==> src/timer_params.svh <==
// Register indices, field positions and reset values of the 8-bit timer.
`ifndef TIMER_PARAMS_SVH
`define TIMER_PARAMS_SVH

// ----------------------------------------------------------------------------
// Register indices (byte address is four times the index)
// ----------------------------------------------------------------------------
`define IDX_CH1_CTL 8'hce
`define IDX_CH1_VAL 8'hcf
`define IDX_PENDING 8'hd8
`define IDX_COUNT 8'hea
`define IDX_CTL 8'heb
`define IDX_CH0_CTL 8'hec
`define IDX_CH0_VAL 8'hed
`define ADDR_W 12

// ----------------------------------------------------------------------------
// Control register fields
// ----------------------------------------------------------------------------
`define CTL_DIV_HI 7
`define CTL_DIV_LO 5
`define CTL_RUN 4
`define CTL_WRAP_MASK 3
`define CTL_CLR 2
`define CTL_MODE_HI 1
`define CTL_MODE_LO 0
`define CTL_RESET 8'h08

// ----------------------------------------------------------------------------
// Channel control register fields
// ----------------------------------------------------------------------------
`define CCTL_MASK 6
`define CCTL_ACT_HI 5
`define CCTL_ACT_LO 3
`define CCTL_EN 2
`define CCTL_RES_HI 1
`define CCTL_RES_LO 0
`define CCTL_RESET 8'h40
`define CVAL_RESET 8'h00
`define COUNT_RESET 8'h00

// ----------------------------------------------------------------------------
// Pending flag positions
// ----------------------------------------------------------------------------
`define PEND_WRAP 0
`define PEND_CH0 1
`define PEND_CH1 2
`define COUNT_TOP 8'hff

`endif

==> src/timer_pkg.sv <==
// Types shared by the timer modules.
package timer_pkg;

    typedef enum logic [1:0] {MODE_FREE, MODE_DOWN, MODE_MODULO, MODE_UPDOWN} count_mode_t;

    typedef enum logic [2:0]
    {
        ACT_SET,
        ACT_CLEAR,
        ACT_TOGGLE,
        ACT_SET_UP,
        ACT_CLEAR_UP,
        ACT_SET_ALT,
        ACT_CLEAR_ALT,
        ACT_NONE
    } match_action_t;

endpackage

==> src/match_timer.sv <==
// Eight-bit timer with prescaler, four counting modes, two compare channels and APB access.
//
// Chosen here: the APB register port.
`timescale 1ns/1ps
`include "timer_params.svh"
module match_timer
(
    input wire logic pclk,
    input wire logic presetn,
    input wire logic psel,
    input wire logic penable,
    input wire logic pwrite,
    input wire logic [`ADDR_W-1:0] paddr,
    input wire logic [31:0] pwdata,
    input wire logic [3:0] pstrb,
    output logic [31:0] prdata,
    output logic pready,
    output logic pslverr,
    input wire logic tick_en,
    output logic ch0_out,
    output logic ch1_out,
    output logic irq_req
);
    import timer_pkg::*;

    // ------------------------------------------------------------------------
    // Address decode
    // ------------------------------------------------------------------------
    function automatic logic addr_is(input logic [`ADDR_W-1:0] a, input logic [7:0] idx);
        addr_is = (a == {2'b00, idx, 2'b00});
    endfunction

    logic sel_count;
    logic sel_ctl;
    logic sel_ch0_ctl;
    logic sel_ch0_val;
    logic sel_ch1_ctl;
    logic sel_ch1_val;
    logic sel_pend;
    logic mapped;
    logic wr_access;
    logic wr_en;
    logic setup;
    logic [7:0] wbyte;

    assign sel_count = addr_is(paddr, `IDX_COUNT);
    assign sel_ctl = addr_is(paddr, `IDX_CTL);
    assign sel_ch0_ctl = addr_is(paddr, `IDX_CH0_CTL);
    assign sel_ch0_val = addr_is(paddr, `IDX_CH0_VAL);
    assign sel_ch1_ctl = addr_is(paddr, `IDX_CH1_CTL);
    assign sel_ch1_val = addr_is(paddr, `IDX_CH1_VAL);
    assign sel_pend = addr_is(paddr, `IDX_PENDING);
    assign mapped = sel_count | sel_ctl | sel_ch0_ctl | sel_ch0_val
                    | sel_ch1_ctl | sel_ch1_val | sel_pend;
    assign setup = psel & ~penable;
    assign wr_access = psel & penable & pwrite & mapped;
    // Only the low byte lane carries register data.
    assign wr_en = wr_access & pstrb[0];
    assign wbyte = pwdata[7:0];

    // ------------------------------------------------------------------------
    // Register state
    // ------------------------------------------------------------------------
    logic [2:0] div_q;
    logic run_q;
    logic wrap_mask_q;
    count_mode_t mode_q;
    logic [7:0] ch0_ctl_q;
    logic [7:0] ch1_ctl_q;
    logic [7:0] ch0_val_q;
    logic [7:0] ch1_val_q;
    logic [7:0] count_q;
    logic [7:0] count_d;
    logic up_q;
    logic up_d;
    logic [2:0] pend_q;
    logic [2:0] pend_d;
    logic [31:0] prdata_q;
    logic [31:0] rd_mux;

    logic ctl_wr;
    logic clr_req;
    logic load_down;

    assign ctl_wr = wr_en & sel_ctl;
    assign clr_req = ctl_wr & wbyte[`CTL_CLR];
    // Every control write selecting down mode without clear preloads the channel 0 value so the count has a start.
    assign load_down = ctl_wr & ~wbyte[`CTL_CLR]
                       & (count_mode_t'(wbyte[`CTL_MODE_HI:`CTL_MODE_LO]) == MODE_DOWN);

    always_ff @(posedge pclk or negedge presetn)
    begin
        if (!presetn)
        begin
            div_q <= 3'(`CTL_RESET >> `CTL_DIV_LO);
            run_q <= 1'b0;
            wrap_mask_q <= 1'b1;
            mode_q <= MODE_FREE;
        end
        else if (ctl_wr)
        begin
            div_q <= wbyte[`CTL_DIV_HI:`CTL_DIV_LO];
            run_q <= wbyte[`CTL_RUN];
            wrap_mask_q <= wbyte[`CTL_WRAP_MASK];
            mode_q <= count_mode_t'(wbyte[`CTL_MODE_HI:`CTL_MODE_LO]);
        end
    end

    // Bit 7 of the channel control registers is not stored and reads as zero.
    always_ff @(posedge pclk or negedge presetn)
    begin
        if (!presetn)
        begin
            ch0_ctl_q <= `CCTL_RESET;
            ch1_ctl_q <= `CCTL_RESET;
        end
        else
        begin
            if (wr_en && sel_ch0_ctl)
                ch0_ctl_q <= {1'b0, wbyte[6:0]};
            if (wr_en && sel_ch1_ctl)
                ch1_ctl_q <= {1'b0, wbyte[6:0]};
        end
    end

    always_ff @(posedge pclk or negedge presetn)
    begin
        if (!presetn)
        begin
            ch0_val_q <= `CVAL_RESET;
            ch1_val_q <= `CVAL_RESET;
        end
        else
        begin
            if (wr_en && sel_ch0_val)
                ch0_val_q <= wbyte;
            if (wr_en && sel_ch1_val)
                ch1_val_q <= wbyte;
        end
    end

    // ------------------------------------------------------------------------
    // Counter
    // ------------------------------------------------------------------------
    logic step;
    logic wrap_evt;

    tick_prescaler u_prescaler
    (
        .pclk(pclk),
        .presetn(presetn),
        .tick_en(tick_en),
        .run(run_q),
        .div(div_q),
        .step(step)
    );

    // Next count for one step. A compare value of zero pins modulo and up/down at zero.
    always_comb
    begin
        count_d = count_q;
        up_d = up_q;
        wrap_evt = 1'b0;
        case (mode_q)
            MODE_FREE:
            begin
                count_d = count_q + 8'h01;
                up_d = 1'b1;
                wrap_evt = (count_q == `COUNT_TOP);
            end
            MODE_DOWN:
            begin
                up_d = 1'b0;
                if (count_q != 8'h00)
                begin
                    count_d = count_q - 8'h01;
                    wrap_evt = (count_q == 8'h01);
                end
            end
            MODE_MODULO:
            begin
                up_d = 1'b1;
                if (count_q >= ch0_val_q)
                begin
                    count_d = 8'h00;
                    wrap_evt = 1'b1;
                end
                else
                    count_d = count_q + 8'h01;
            end
            MODE_UPDOWN:
            begin
                if (up_q && count_q >= ch0_val_q && count_q != 8'h00)
                begin
                    up_d = 1'b0;
                    count_d = count_q - 8'h01;
                    wrap_evt = (count_q == 8'h01);
                end
                else if (up_q)
                    count_d = (ch0_val_q == 8'h00) ? 8'h00 : count_q + 8'h01;
                else if (count_q == 8'h00)
                begin
                    up_d = 1'b1;
                    count_d = (ch0_val_q == 8'h00) ? 8'h00 : 8'h01;
                end
                else
                begin
                    count_d = count_q - 8'h01;
                    wrap_evt = (count_q == 8'h01);
                end
            end
            default:
            begin
                count_d = count_q;
                up_d = up_q;
            end
        endcase
    end

    // Clear beats a load and a step landing in the same cycle.
    always_ff @(posedge pclk or negedge presetn)
    begin
        if (!presetn)
        begin
            count_q <= `COUNT_RESET;
            up_q <= 1'b1;
        end
        else if (clr_req)
        begin
            count_q <= 8'h00;
            up_q <= 1'b1;
        end
        else if (load_down)
        begin
            count_q <= ch0_val_q;
            up_q <= 1'b0;
        end
        else if (step)
        begin
            count_q <= count_d;
            up_q <= up_d;
        end
    end

    // ------------------------------------------------------------------------
    // Compare channels
    // ------------------------------------------------------------------------
    logic ch0_match;
    logic ch1_match;
    logic count_step;
    logic is_updown;

    // Channels see the step that really lands, so a clear or load suppresses them.
    assign count_step = step & ~clr_req & ~load_down;
    assign is_updown = (mode_q == MODE_UPDOWN);

    match_channel #(.IS_CH1(1'b0)) u_ch0
    (
        .pclk(pclk),
        .presetn(presetn),
        .step(count_step),
        .next_count(count_d),
        .match_val(ch0_val_q),
        .ch0_val(ch0_val_q),
        .count_up(up_d),
        .updown(is_updown),
        .enable(ch0_ctl_q[`CCTL_EN]),
        .action(match_action_t'(ch0_ctl_q[`CCTL_ACT_HI:`CCTL_ACT_LO])),
        .match(ch0_match),
        .pin(ch0_out)
    );

    match_channel #(.IS_CH1(1'b1)) u_ch1
    (
        .pclk(pclk),
        .presetn(presetn),
        .step(count_step),
        .next_count(count_d),
        .match_val(ch1_val_q),
        .ch0_val(ch0_val_q),
        .count_up(up_d),
        .updown(is_updown),
        .enable(ch1_ctl_q[`CCTL_EN]),
        .action(match_action_t'(ch1_ctl_q[`CCTL_ACT_HI:`CCTL_ACT_LO])),
        .match(ch1_match),
        .pin(ch1_out)
    );

    // ------------------------------------------------------------------------
    // Pending flags and interrupt request
    // ------------------------------------------------------------------------
    logic [2:0] pend_set;
    logic [2:0] pend_keep;
    logic [2:0] pend_mask;

    assign pend_set = {ch1_match, ch0_match, count_step & wrap_evt};
    // Writing zero clears a flag; a new event in the same cycle still sets it.
    assign pend_keep = (wr_en && sel_pend) ? wbyte[2:0] : 3'b111;
    assign pend_d = (pend_q & pend_keep) | pend_set;
    assign pend_mask = {ch1_ctl_q[`CCTL_MASK], ch0_ctl_q[`CCTL_MASK], wrap_mask_q};

    always_ff @(posedge pclk or negedge presetn)
    begin
        if (!presetn)
            pend_q <= 3'b000;
        else
            pend_q <= pend_d;
    end

    assign irq_req = |(pend_q & pend_mask);

    // ------------------------------------------------------------------------
    // Read path
    // ------------------------------------------------------------------------
    // Read data is captured in the setup cycle, so the access phase needs no wait.
    assign rd_mux =
        sel_count ? {24'h000000, count_q} :
        sel_ctl ? {24'h000000, div_q, run_q, wrap_mask_q, 1'b0, mode_q} :
        sel_ch0_ctl ? {24'h000000, ch0_ctl_q} :
        sel_ch0_val ? {24'h000000, ch0_val_q} :
        sel_ch1_ctl ? {24'h000000, ch1_ctl_q} :
        sel_ch1_val ? {24'h000000, ch1_val_q} :
        sel_pend ? {29'h00000000, pend_q} :
        32'h00000000;

    always_ff @(posedge pclk or negedge presetn)
    begin
        if (!presetn)
            prdata_q <= 32'h00000000;
        else if (setup)
            prdata_q <= rd_mux;
    end

    assign prdata = prdata_q;
    assign pready = 1'b1;
    assign pslverr = psel & penable & ~mapped;
endmodule

==> src/tick_prescaler.sv <==
// Prescaler that turns the base tick enable into the timer step enable.
`timescale 1ns/1ps
module tick_prescaler
(
    input wire logic pclk,
    input wire logic presetn,
    input wire logic tick_en,
    input wire logic run,
    input wire logic [2:0] div,
    output logic step
);
    import timer_pkg::*;

    logic [6:0] cnt_q;
    logic [6:0] cnt_d;
    logic [6:0] mask_w;

    // A step fires once every two-to-the-div base ticks.
    assign mask_w = 7'((8'h01 << div) - 8'h01);
    assign step = tick_en & run & ((cnt_q & mask_w) == mask_w);
    assign cnt_d = (tick_en & run) ? cnt_q + 7'h01 : cnt_q;

    always_ff @(posedge pclk or negedge presetn)
    begin
        if (!presetn)
            cnt_q <= 7'h00;
        else
            cnt_q <= cnt_d;
    end
endmodule

==> src/match_channel.sv <==
// One compare channel: match detection and the output pin action.
`timescale 1ns/1ps
module match_channel
#(
    parameter bit IS_CH1 = 1'b0
)
(
    input wire logic pclk,
    input wire logic presetn,
    input wire logic step,
    input wire logic [7:0] next_count,
    input wire logic [7:0] match_val,
    input wire logic [7:0] ch0_val,
    input wire logic count_up,
    input wire logic updown,
    input wire logic enable,
    input wire timer_pkg::match_action_t action,
    output logic match,
    output logic pin
);
    import timer_pkg::*;

    logic pin_q;
    logic pin_d;
    logic hit_zero;
    logic hit_alt;

    assign match = enable & step & (next_count == match_val);
    assign hit_zero = enable & step & (next_count == 8'h00);
    // Channel 1 uses the channel 0 value as its second event, channel 0 uses zero.
    assign hit_alt = IS_CH1 ? (enable & step & (next_count == ch0_val)) : hit_zero;
    assign pin = pin_q;

    always_comb
    begin
        pin_d = pin_q;
        case (action)
            ACT_SET: if (match) pin_d = 1'b1;
            ACT_CLEAR: if (match) pin_d = 1'b0;
            ACT_TOGGLE: if (match) pin_d = ~pin_q;
            ACT_SET_UP:
            begin
                if (match)
                    pin_d = updown ? count_up : 1'b1;
                else if (hit_zero && !updown)
                    pin_d = 1'b0;
            end
            ACT_CLEAR_UP:
            begin
                if (match)
                    pin_d = updown ? ~count_up : 1'b0;
                else if (hit_zero && !updown)
                    pin_d = 1'b1;
            end
            ACT_SET_ALT:
            begin
                if (match)
                    pin_d = 1'b1;
                else if (hit_alt)
                    pin_d = 1'b0;
            end
            ACT_CLEAR_ALT:
            begin
                if (match)
                    pin_d = 1'b0;
                else if (hit_alt)
                    pin_d = 1'b1;
            end
            default: pin_d = pin_q;
        endcase
    end

    always_ff @(posedge pclk or negedge presetn)
    begin
        if (!presetn)
            pin_q <= 1'b0;
        else
            pin_q <= pin_d;
    end
endmodule

==> config.mk <==
export PLATFORM = sky130hd
export DESIGN_NAME = match_timer
export DESIGN_NICKNAME = d
export VERILOG_FILES = /design/src/timer_pkg.sv /design/src/match_timer.sv /design/src/tick_prescaler.sv /design/src/match_channel.sv
export VERILOG_INCLUDE_DIRS = /design/src
export SDC_FILE = /design/constraint.sdc
export NUM_CORES = 1
export LEC_CHECK = 0
export ABC_CLOCK_PERIOD_IN_PS = 5000
export BUFFER_PORTS_ARGS = -buffer_cell sky130_fd_sc_hd__clkbuf_2
export CAP_MARGIN = 20
export CORE_ASPECT_RATIO = 0.6
export CORE_MARGIN = 4
export CORE_UTILIZATION = 57
export DETAILED_ROUTE_END_ITERATION = 8
export PLACE_DENSITY = 0.87
export SLEW_MARGIN = 20
export SYNTH_ARGS = -nofsm -noshare
export SYNTH_HDL_FRONTEND = slang
export SYNTH_SLANG_ARGS = --single-unit
==> constraint.sdc <==
create_clock -name pclk -period 5 [get_ports pclk]
set_input_delay 1 -clock pclk [delete_from_list [all_inputs] [get_ports pclk]]
set_output_delay 1 -clock pclk [all_outputs]
set_load 0.005 [all_outputs]
==> metrics.md, run 1 <==
| Metric | Value |
|---|---|
| Status | finished, final reports clean |
| Vias per inst | 6.95 |
| First-pass GRT wire length | roughly 26 mm |
| CTS-repair resized insts | 0 |
| Final Util | 0.651 |
| Switching share of power | 0.241 |
| # port buffers | 38 |
| Seq/Total Area, Yosys | 0.324 |
| Startpoint Class | flop |
| Ys flop type | dfrtp_1 |
| Cell variety after synth | 76 |
| Syn_area_per_cell | between 8 and 9 um^2 |
| Clock skew | between 9 and 10 ps |
| Adder-cell share of the synthesized area | 0.0318 |
| Initial antenna violation count | 0 |
| Post-Synthesis Cells | slightly below 600 |
| Synth top area share | 0.304 |
| Max FO, Critical Path | 13 |
| Setup violators final | 0 |
| Rel. slew slack | 0.399 |
| Compound-Gate Fraction of Synth Area | 0.228 |
| Initial Utilization | 0.592 |
| H-tree depth | 3 |
| # fillers | roughly 700 |
| Fmax | about 0.21 GHz |
| ANT cells | 0 |
| WP data required | around 5300 ps |
| Area of the multi-input gates | approximately 3100 um^2 |
| Int Power | roughly 900 uW |
| Share of power burned in registers | 0.453 |
| Die ar. | roughly 11000 um^2 |
| Synth Area in Simple Gates | 0.210 |
| Setup bufs post-CTS | 0 |
| FP Rows | 26 |
| WL per Instance | between 20 and 25 um |
| Max-cap violations | 0 |
| Remaining Overflow, GRT | 0 |
| Clk network pwr share | 0.504 |
| Busiest grt layer | met1 |
| Kind of critical path | flop to flop |
| Core Footprint | ~8600 um^2 |
| Nets | between 600 and 700 |
| # hold bufs at CTS | 0 |
| Die height | 81.3 um |
| Storage element area | 1660 um^2 |
| Worst Max-Slew Pin Slew | between 900 and 1000 ps |
| Fin. Hold Viols | 0 |
| CTS tree | built |
| Latest clock arrival within the worst-skew pair | about 340 ps |
| Crit path capture type | flop |
| Commonest non-fill, non-tap cell in the layout | dfrtp_1 |
| Vias in the first global route | between 4000 and 5000 |
| Post-DP Area | roughly 5300 um^2 |
| Combinational share of power | 0.043 |
| Met3 Usage GRT | 0.158 |
| Post-route cell area | between 5000 and 6000 um^2 |
| Asr flop ratio synth | 1.00 |
| Clock buffer depth | 2 |
| Yosys Warn Count | 0 |
| Pre-CTS setup slack | 479 ps |
| R2R depth | 14 |
| Most frequent cells in the layout | dfrtp_1 (62), nand2_1 (50), nor2_1 (47), o21ai_0 (47), clkbuf_2 (37) |
| Tightest Hold Check Type | flop to flop |
| Switching power of the nets | 284 uW |
| Gr usage total | 0.320 |
| RSZ-0062 raised after global routing | no |
| CTS Buf Count | 9 |
| Final Max Slew Viols | 0 |
| Via count | ~5100 |
| Yosys reg bits | 66 |
| Cell Pwr Density | approximately 210 nW/um^2 |
| Gp weighted congestion | 1.05 |
| Peak supply drop | roughly 230 uV |
| Synth top area cells | dfrtp_1 (30%), mux2_2 (7.7%), o21ai_0 (4.6%) |
| Largest net degree at the start of global routing | 38 |
| Final HPWL DP | 12.5 mm |
| Data arrival, critical path | approximately 5000 ps |
| Final Critical Period | about 4700 ps |
| Mapped Area | 5110 um^2 |
| Area delta synth->final | 9.82% |
| Clock sinks | 66 |
| WHS Path Cells | 2 |
| Final WS setup | around 280 ps |
| Largest family of logic cells by synthesized area | compound AO/OA/AOI/OAI gates |
| Tot Pwr | around 1.2 mW |
| Die X | 130 um |
| M1 GR Usage | 0.449 |
| IO Count | just over 90 |
| Share of cells above drive strength 1 | 0.199 |
| DRT iter0 DRCs | ~980 |
| Number of synthesized flops with an enable pin | 0 |
| XOR/XNOR Fraction of Synth Area | 0.0394 |
| Detailed Route WL | ~17 mm |
| Lkg Pwr | about 2.5 nW |
| Reg clk slew, reported paths | around 60 ps |
| Synth area leader | dfrtp_1 |
| Met2 Usage GRT | 0.438 |
| Root buffer cell | clkbuf_16 |
| Fin Setup TNS | 0 ps |
| Mux cell area share after synthesis | 0.0870 |
| DRT antenna net count | 0 |
| Period utilization | 0.943 |
| DRC Markers | 0 |
| First-pass DRT Iterations | 6 |
-- critical path: stages, from the launching register on --
cell,delay [ps]
dfrtp_1,550
inv_1,300
ha_1,270
nor3b_2,460
nand2_1,380
o2111ai_2,270
nand3_2,250
o32ai_1,170
buf_4,200
xnor2_1,120
o211ai_1,120
or4_1,700
o211a_1,280
a2111oi_0,390
a221o_1,190
-- cell usage after synthesis (5+ instances only) --
library cell	count
a211oi_1	10
a21o_1	6
a21oi_1	30
a222oi_1	7
a22oi_1	7
a31oi_1	6
and2_1	6
and3_1	5
buf_4	26
clkbuf_1	21
dfrtp_1	62
ha_1	13
inv_1	19
mux2_2	35
mux2i_1	5
nand2_1	50
nand3_1	19
nand4_1	9
nand4b_1	5
nor2_1	47
nor2b_1	5
nor3_1	13
o211ai_1	7
o21a_1	5
o21ai_0	47
o31ai_1	6
or3_1	8
xnor2_1	14
xor2_1	9
-- registers in the layout, indices dropped and copies added (netlist names) --
name / cells
run_q: 1
div_q: 3
u_ch1.pin: 1
ch1_val_q: 8
ch0_val_q: 8
ch1_ctl_q: 7
pend_q: 3
up_q: 1
ch0_ctl_q: 7
prdata: 8
u_ch0.pin: 1
wrap_mask_q: 1
count_q: 8
mode_q: 2
u_prescaler.cnt_q: 7
-- metrics by stage --
| stage | std cells | hold WS, ps |
|---|---|---|
| final | 735 | 488 |
| after global routing | 735 | 505 |
| after CTS | 735 | 491 |
| after detailed placement | 719 | 479 |
| after global placement | 719 | 465 |
| after floorplan | 607 | 467 |
-- per-layer routing --
layer | share of wire | vias to the layer above
li1 | - | 2197
met1 | 0.41 | 2446
met2 | 0.40 | 409
met3 | 0.17 | 53
met4 | 0.022 | 0
met5 | 0 | -
-- worst paths after layout --
kind | start | end | slack [ps]
worst min register to register | prdata[1]$_DFFE_PN0P_ | prdata[1]$_DFFE_PN0P_ | 490
worst max-delay path | count_q[0]$_DFFE_PN0P_ | u_ch1.pin$_DFFE_PN0P_ | 280
worst max register to register | count_q[0]$_DFFE_PN0P_ | u_ch1.pin$_DFFE_PN0P_ | 280
worst min-delay path | prdata[1]$_DFFE_PN0P_ | prdata[1]$_DFFE_PN0P_ | 490
min in group asynchronous | presetn | u_ch1.pin$_DFFE_PN0P_ | 700
max in group asynchronous | presetn | ch1_ctl_q[6]$_DFFE_PN1P_ | 3310
-- power by group through the flow --
stage | Clock (mW) | Sequential, mW | Combinational, mW
6_report | 0.596 | 0.535 | 0.0506
3_3_place_gp | 0 | 0.544 | 0.0463
2_1_floorplan | 0 | 0.544 | 0.0304
4_1_cts | 0.591 | 0.535 | 0.0487
5_1_grt | 0.619 | 0.534 | 0.0555
3_5_place_dp | 0 | 0.544 | 0.0482
-- final cells by class --
cell class / instances / area share
timing repair buffer: 55 / 0.0567
sequential: 66 / 0.295
multi-input combinational: 467 / 0.560
clock buffer: 10 / 0.0426
clock inverter: 6 / 0.00758
inverter: 19 / 0.0127
tap: 112 / 0.0250
-- logic make-up (layout without fill, tap and decap cells) --
family | count (synthesis) | count (layout)
simple gates | 199 | 199
compound gates | 167 | 167
buf+inv | 74 | 90
flops | 66 | 66
mux | 40 | 40
xor+xnor | 23 | 23
fa+ha+maj | 13 | 13
other cells | 2 | 25
Note: power is estimated with default switching activity, not from simulation.
==> run 2, diff against run 1 <==
--- a/config.mk
+++ b/config.mk
@@ -6,14 +6,14 @@
 export SDC_FILE = /design/constraint.sdc
 export NUM_CORES = 1
 export LEC_CHECK = 0
-export ABC_CLOCK_PERIOD_IN_PS = 5000
+export ABC_CLOCK_PERIOD_IN_PS = 5500
 export BUFFER_PORTS_ARGS = -buffer_cell sky130_fd_sc_hd__clkbuf_2
 export CAP_MARGIN = 20
 export CORE_ASPECT_RATIO = 0.6
 export CORE_MARGIN = 4
-export CORE_UTILIZATION = 57
+export CORE_UTILIZATION = 62
 export DETAILED_ROUTE_END_ITERATION = 8
-export PLACE_DENSITY = 0.87
+export PLACE_DENSITY = 0.93
 export SLEW_MARGIN = 20
 export SYNTH_ARGS = -nofsm -noshare
 export SYNTH_HDL_FRONTEND = slang
==> constraint.sdc (replaced) <==
create_clock -name pclk -period 5.5 [get_ports pclk]
set_input_delay 1.1 -clock pclk [delete_from_list [all_inputs] [get_ports pclk]]
set_output_delay 1.1 -clock pclk [all_outputs]
set_load 0.005 [all_outputs]
==> metrics.md, run 2 (synthesized netlist as in run 1, its figures left out) <==
| Metric | Value |
|---|---|
| Status | finished, final reports clean |
| FP Rows | 25 |
| Worst hold margin | about 480 ps |
| Most frequent cells in the layout | dfrtp_1 (62), nand2_1 (50), nor2_1 (47), o21ai_0 (47), clkbuf_2 (37) |
| Latest clock arrival within the worst-skew pair | 340 ps |
| Vias per inst | slightly above 7 |
| Area delta synth->final | 9.55% |
| ANT cells | 0 |
| Data arrival, critical path | 4980 ps |
| Final Max Slew Viols | 0 |
| Kind of critical path | flop to flop |
| Initial antenna violation count | 0 |
| Peak supply drop | 189 uV |
| WL per Instance | approximately 22 um |
| Layout Cells excl Fill | approximately 720 |
| DRT iter0 DRCs | 779 |
| Period utilization | 0.856 |
| WP data required | ~5800 ps |
| H-tree depth | 3 |
| Remaining Overflow, GRT | 0 |
| Startpoint Class | flop |
| Max FO, Critical Path | 13 |
| Critical-path cell list | buf_4, inv_1, ha_1, nor3b_2, nand2_1, o2111ai_2, nand3_2, o32ai_1, buf_4, xnor2_1, o211ai_1, or4_1, o211a_1, a2111oi_0, a221o_1 |
| Post-DP Area | 5270 um^2 |
| Setup violators final | 0 |
| Max-cap violations | 0 |
| Commonest non-fill, non-tap cell in the layout | dfrtp_1 |
| Fin. Hold Viols | 0 |
| Final WS setup | 793 ps |
| Fmax | 0.212 GHz |
| Top cell by count, worst path | buf_4 |
| First-pass DRT Iterations | 7 |
| Share of cells above drive strength 1 | 0.188 |
| Die height | a little under 80 um |
| DRT antenna net count | 0 |
| Crit path capture type | flop |
| Lkg Pwr | between 2 and 3 nW |
| Placed cells | around 700 |
| Die X | 125 um |
| Vias in the first global route | 4672 |
| Via count | 5095 |
| Setup bufs post-CTS | 0 |
| # hold bufs at CTS | 0 |
| Worst Max-Slew Pin Slew | 895 ps |
| Core Footprint | about 7900 um^2 |
| Critical path's slowest cell | or4_1 |
| Rel. slew slack | 0.397 |
| Clock skew | 9.29 ps |
| RSZ-0062 raised after global routing | no |
| CTS-repair resized insts | 0 |
| Largest net degree at the start of global routing | 67 |
| Gp weighted congestion | 1.03 |
| Gr usage total | 0.331 |
| DRC Markers | 0 |
| Tightest Hold Check Type | flop to flop |
| Detailed Route WL | 16.1 mm |
| Pre-CTS setup slack | 1070 ps |
| Initial Utilization | 0.643 |
| CP peak stage delay | ~710 ps |
| Root buffer cell | clkbuf_16 |
| Nets | around 680 |
| Clock sinks | 66 |
| Reg clk slew, reported paths | about 50 ps |
| Clock buffer depth | 2 |
| Final HPWL DP | roughly 12 mm |
| Die ar. | about 9800 um^2 |
| IO Count | a little over 90 |
| Final Critical Period | about 4700 ps |
| Area of the multi-input gates | between 3000 and 4000 um^2 |
| Fin Setup TNS | 0 ps |
| Final Util | 0.704 |
| Post-route cell area | approximately 5600 um^2 |
| WHS Path Cells | 2 |
| # fillers | between 500 and 600 |
| CTS tree | built |
| Cell Pwr Density | ~210 nW/um^2 |
| First-pass GRT wire length | between 20 and 30 mm |
| Storage element area | roughly 1700 um^2 |
| CTS Buf Count | 9 |
| R2R depth | 15 |
| Tot Pwr | around 1.2 mW |
| # port buffers | 38 |
==> run 2: layer usage <==
layer | up-vias | part of all wire | track usage
li1 | 2187 | - | -
met1 | 2414 | 0.39 | 0.454
met2 | 423 | 0.41 | 0.450
met3 | 71 | 0.17 | 0.174
met4 | 0 | 0.031 | 0.103
met5 | - | 0 | 0
==> run 2: worst paths after layout <==
| check | start | endpoint | slack [ps] |
|---|---|---|---|
| min reg2reg | prdata[4]$_DFFE_PN0P_ | prdata[4]$_DFFE_PN0P_ | 480 |
| max in group asynchronous | presetn | u_prescaler.cnt_q[3]$_DFFE_PN0P_ | 4000 |
| max | count_q[0]$_DFFE_PN0P_ | u_ch1.pin$_DFFE_PN0P_ | 790 |
| min | prdata[4]$_DFFE_PN0P_ | prdata[4]$_DFFE_PN0P_ | 480 |
| min in group asynchronous | presetn | u_ch1.pin$_DFFE_PN0P_ | 930 |
| max reg2reg | count_q[0]$_DFFE_PN0P_ | u_ch1.pin$_DFFE_PN0P_ | 790 |
==> run 2: layout make-up <==
| type | count | area share |
|---|---|---|
| multi-input combinational | 467 | 0.562 |
| inverter | 19 | 0.0127 |
| timing repair buffer | 48 | 0.0474 |
| clock inverter | 4 | 0.0132 |
| clock buffer | 12 | 0.0441 |
| tap | 108 | 0.0242 |
| sequential | 66 | 0.296 |
==> run 2: worst max-delay path: cells and delay by family (launching register included) <==
kind / cells / cell delay [ps]
compound gates: 6 / 1560
xor+xnor: 1 / 130
fa+ha+maj: 1 / 260
buf+inv: 3 / 600
flops: 1 / 350
simple gates: 4 / 1740
==> run 2: power by group <==
group / leakage [nW] / internal, mW / switching, mW
combinational: 1.51 / 0.0123 / 0.0324
sequential: 0.856 / 0.486 / 0.0000394
clock: 0.157 / 0.410 / 0.219
total: 2.52 / 0.909 / 0.252
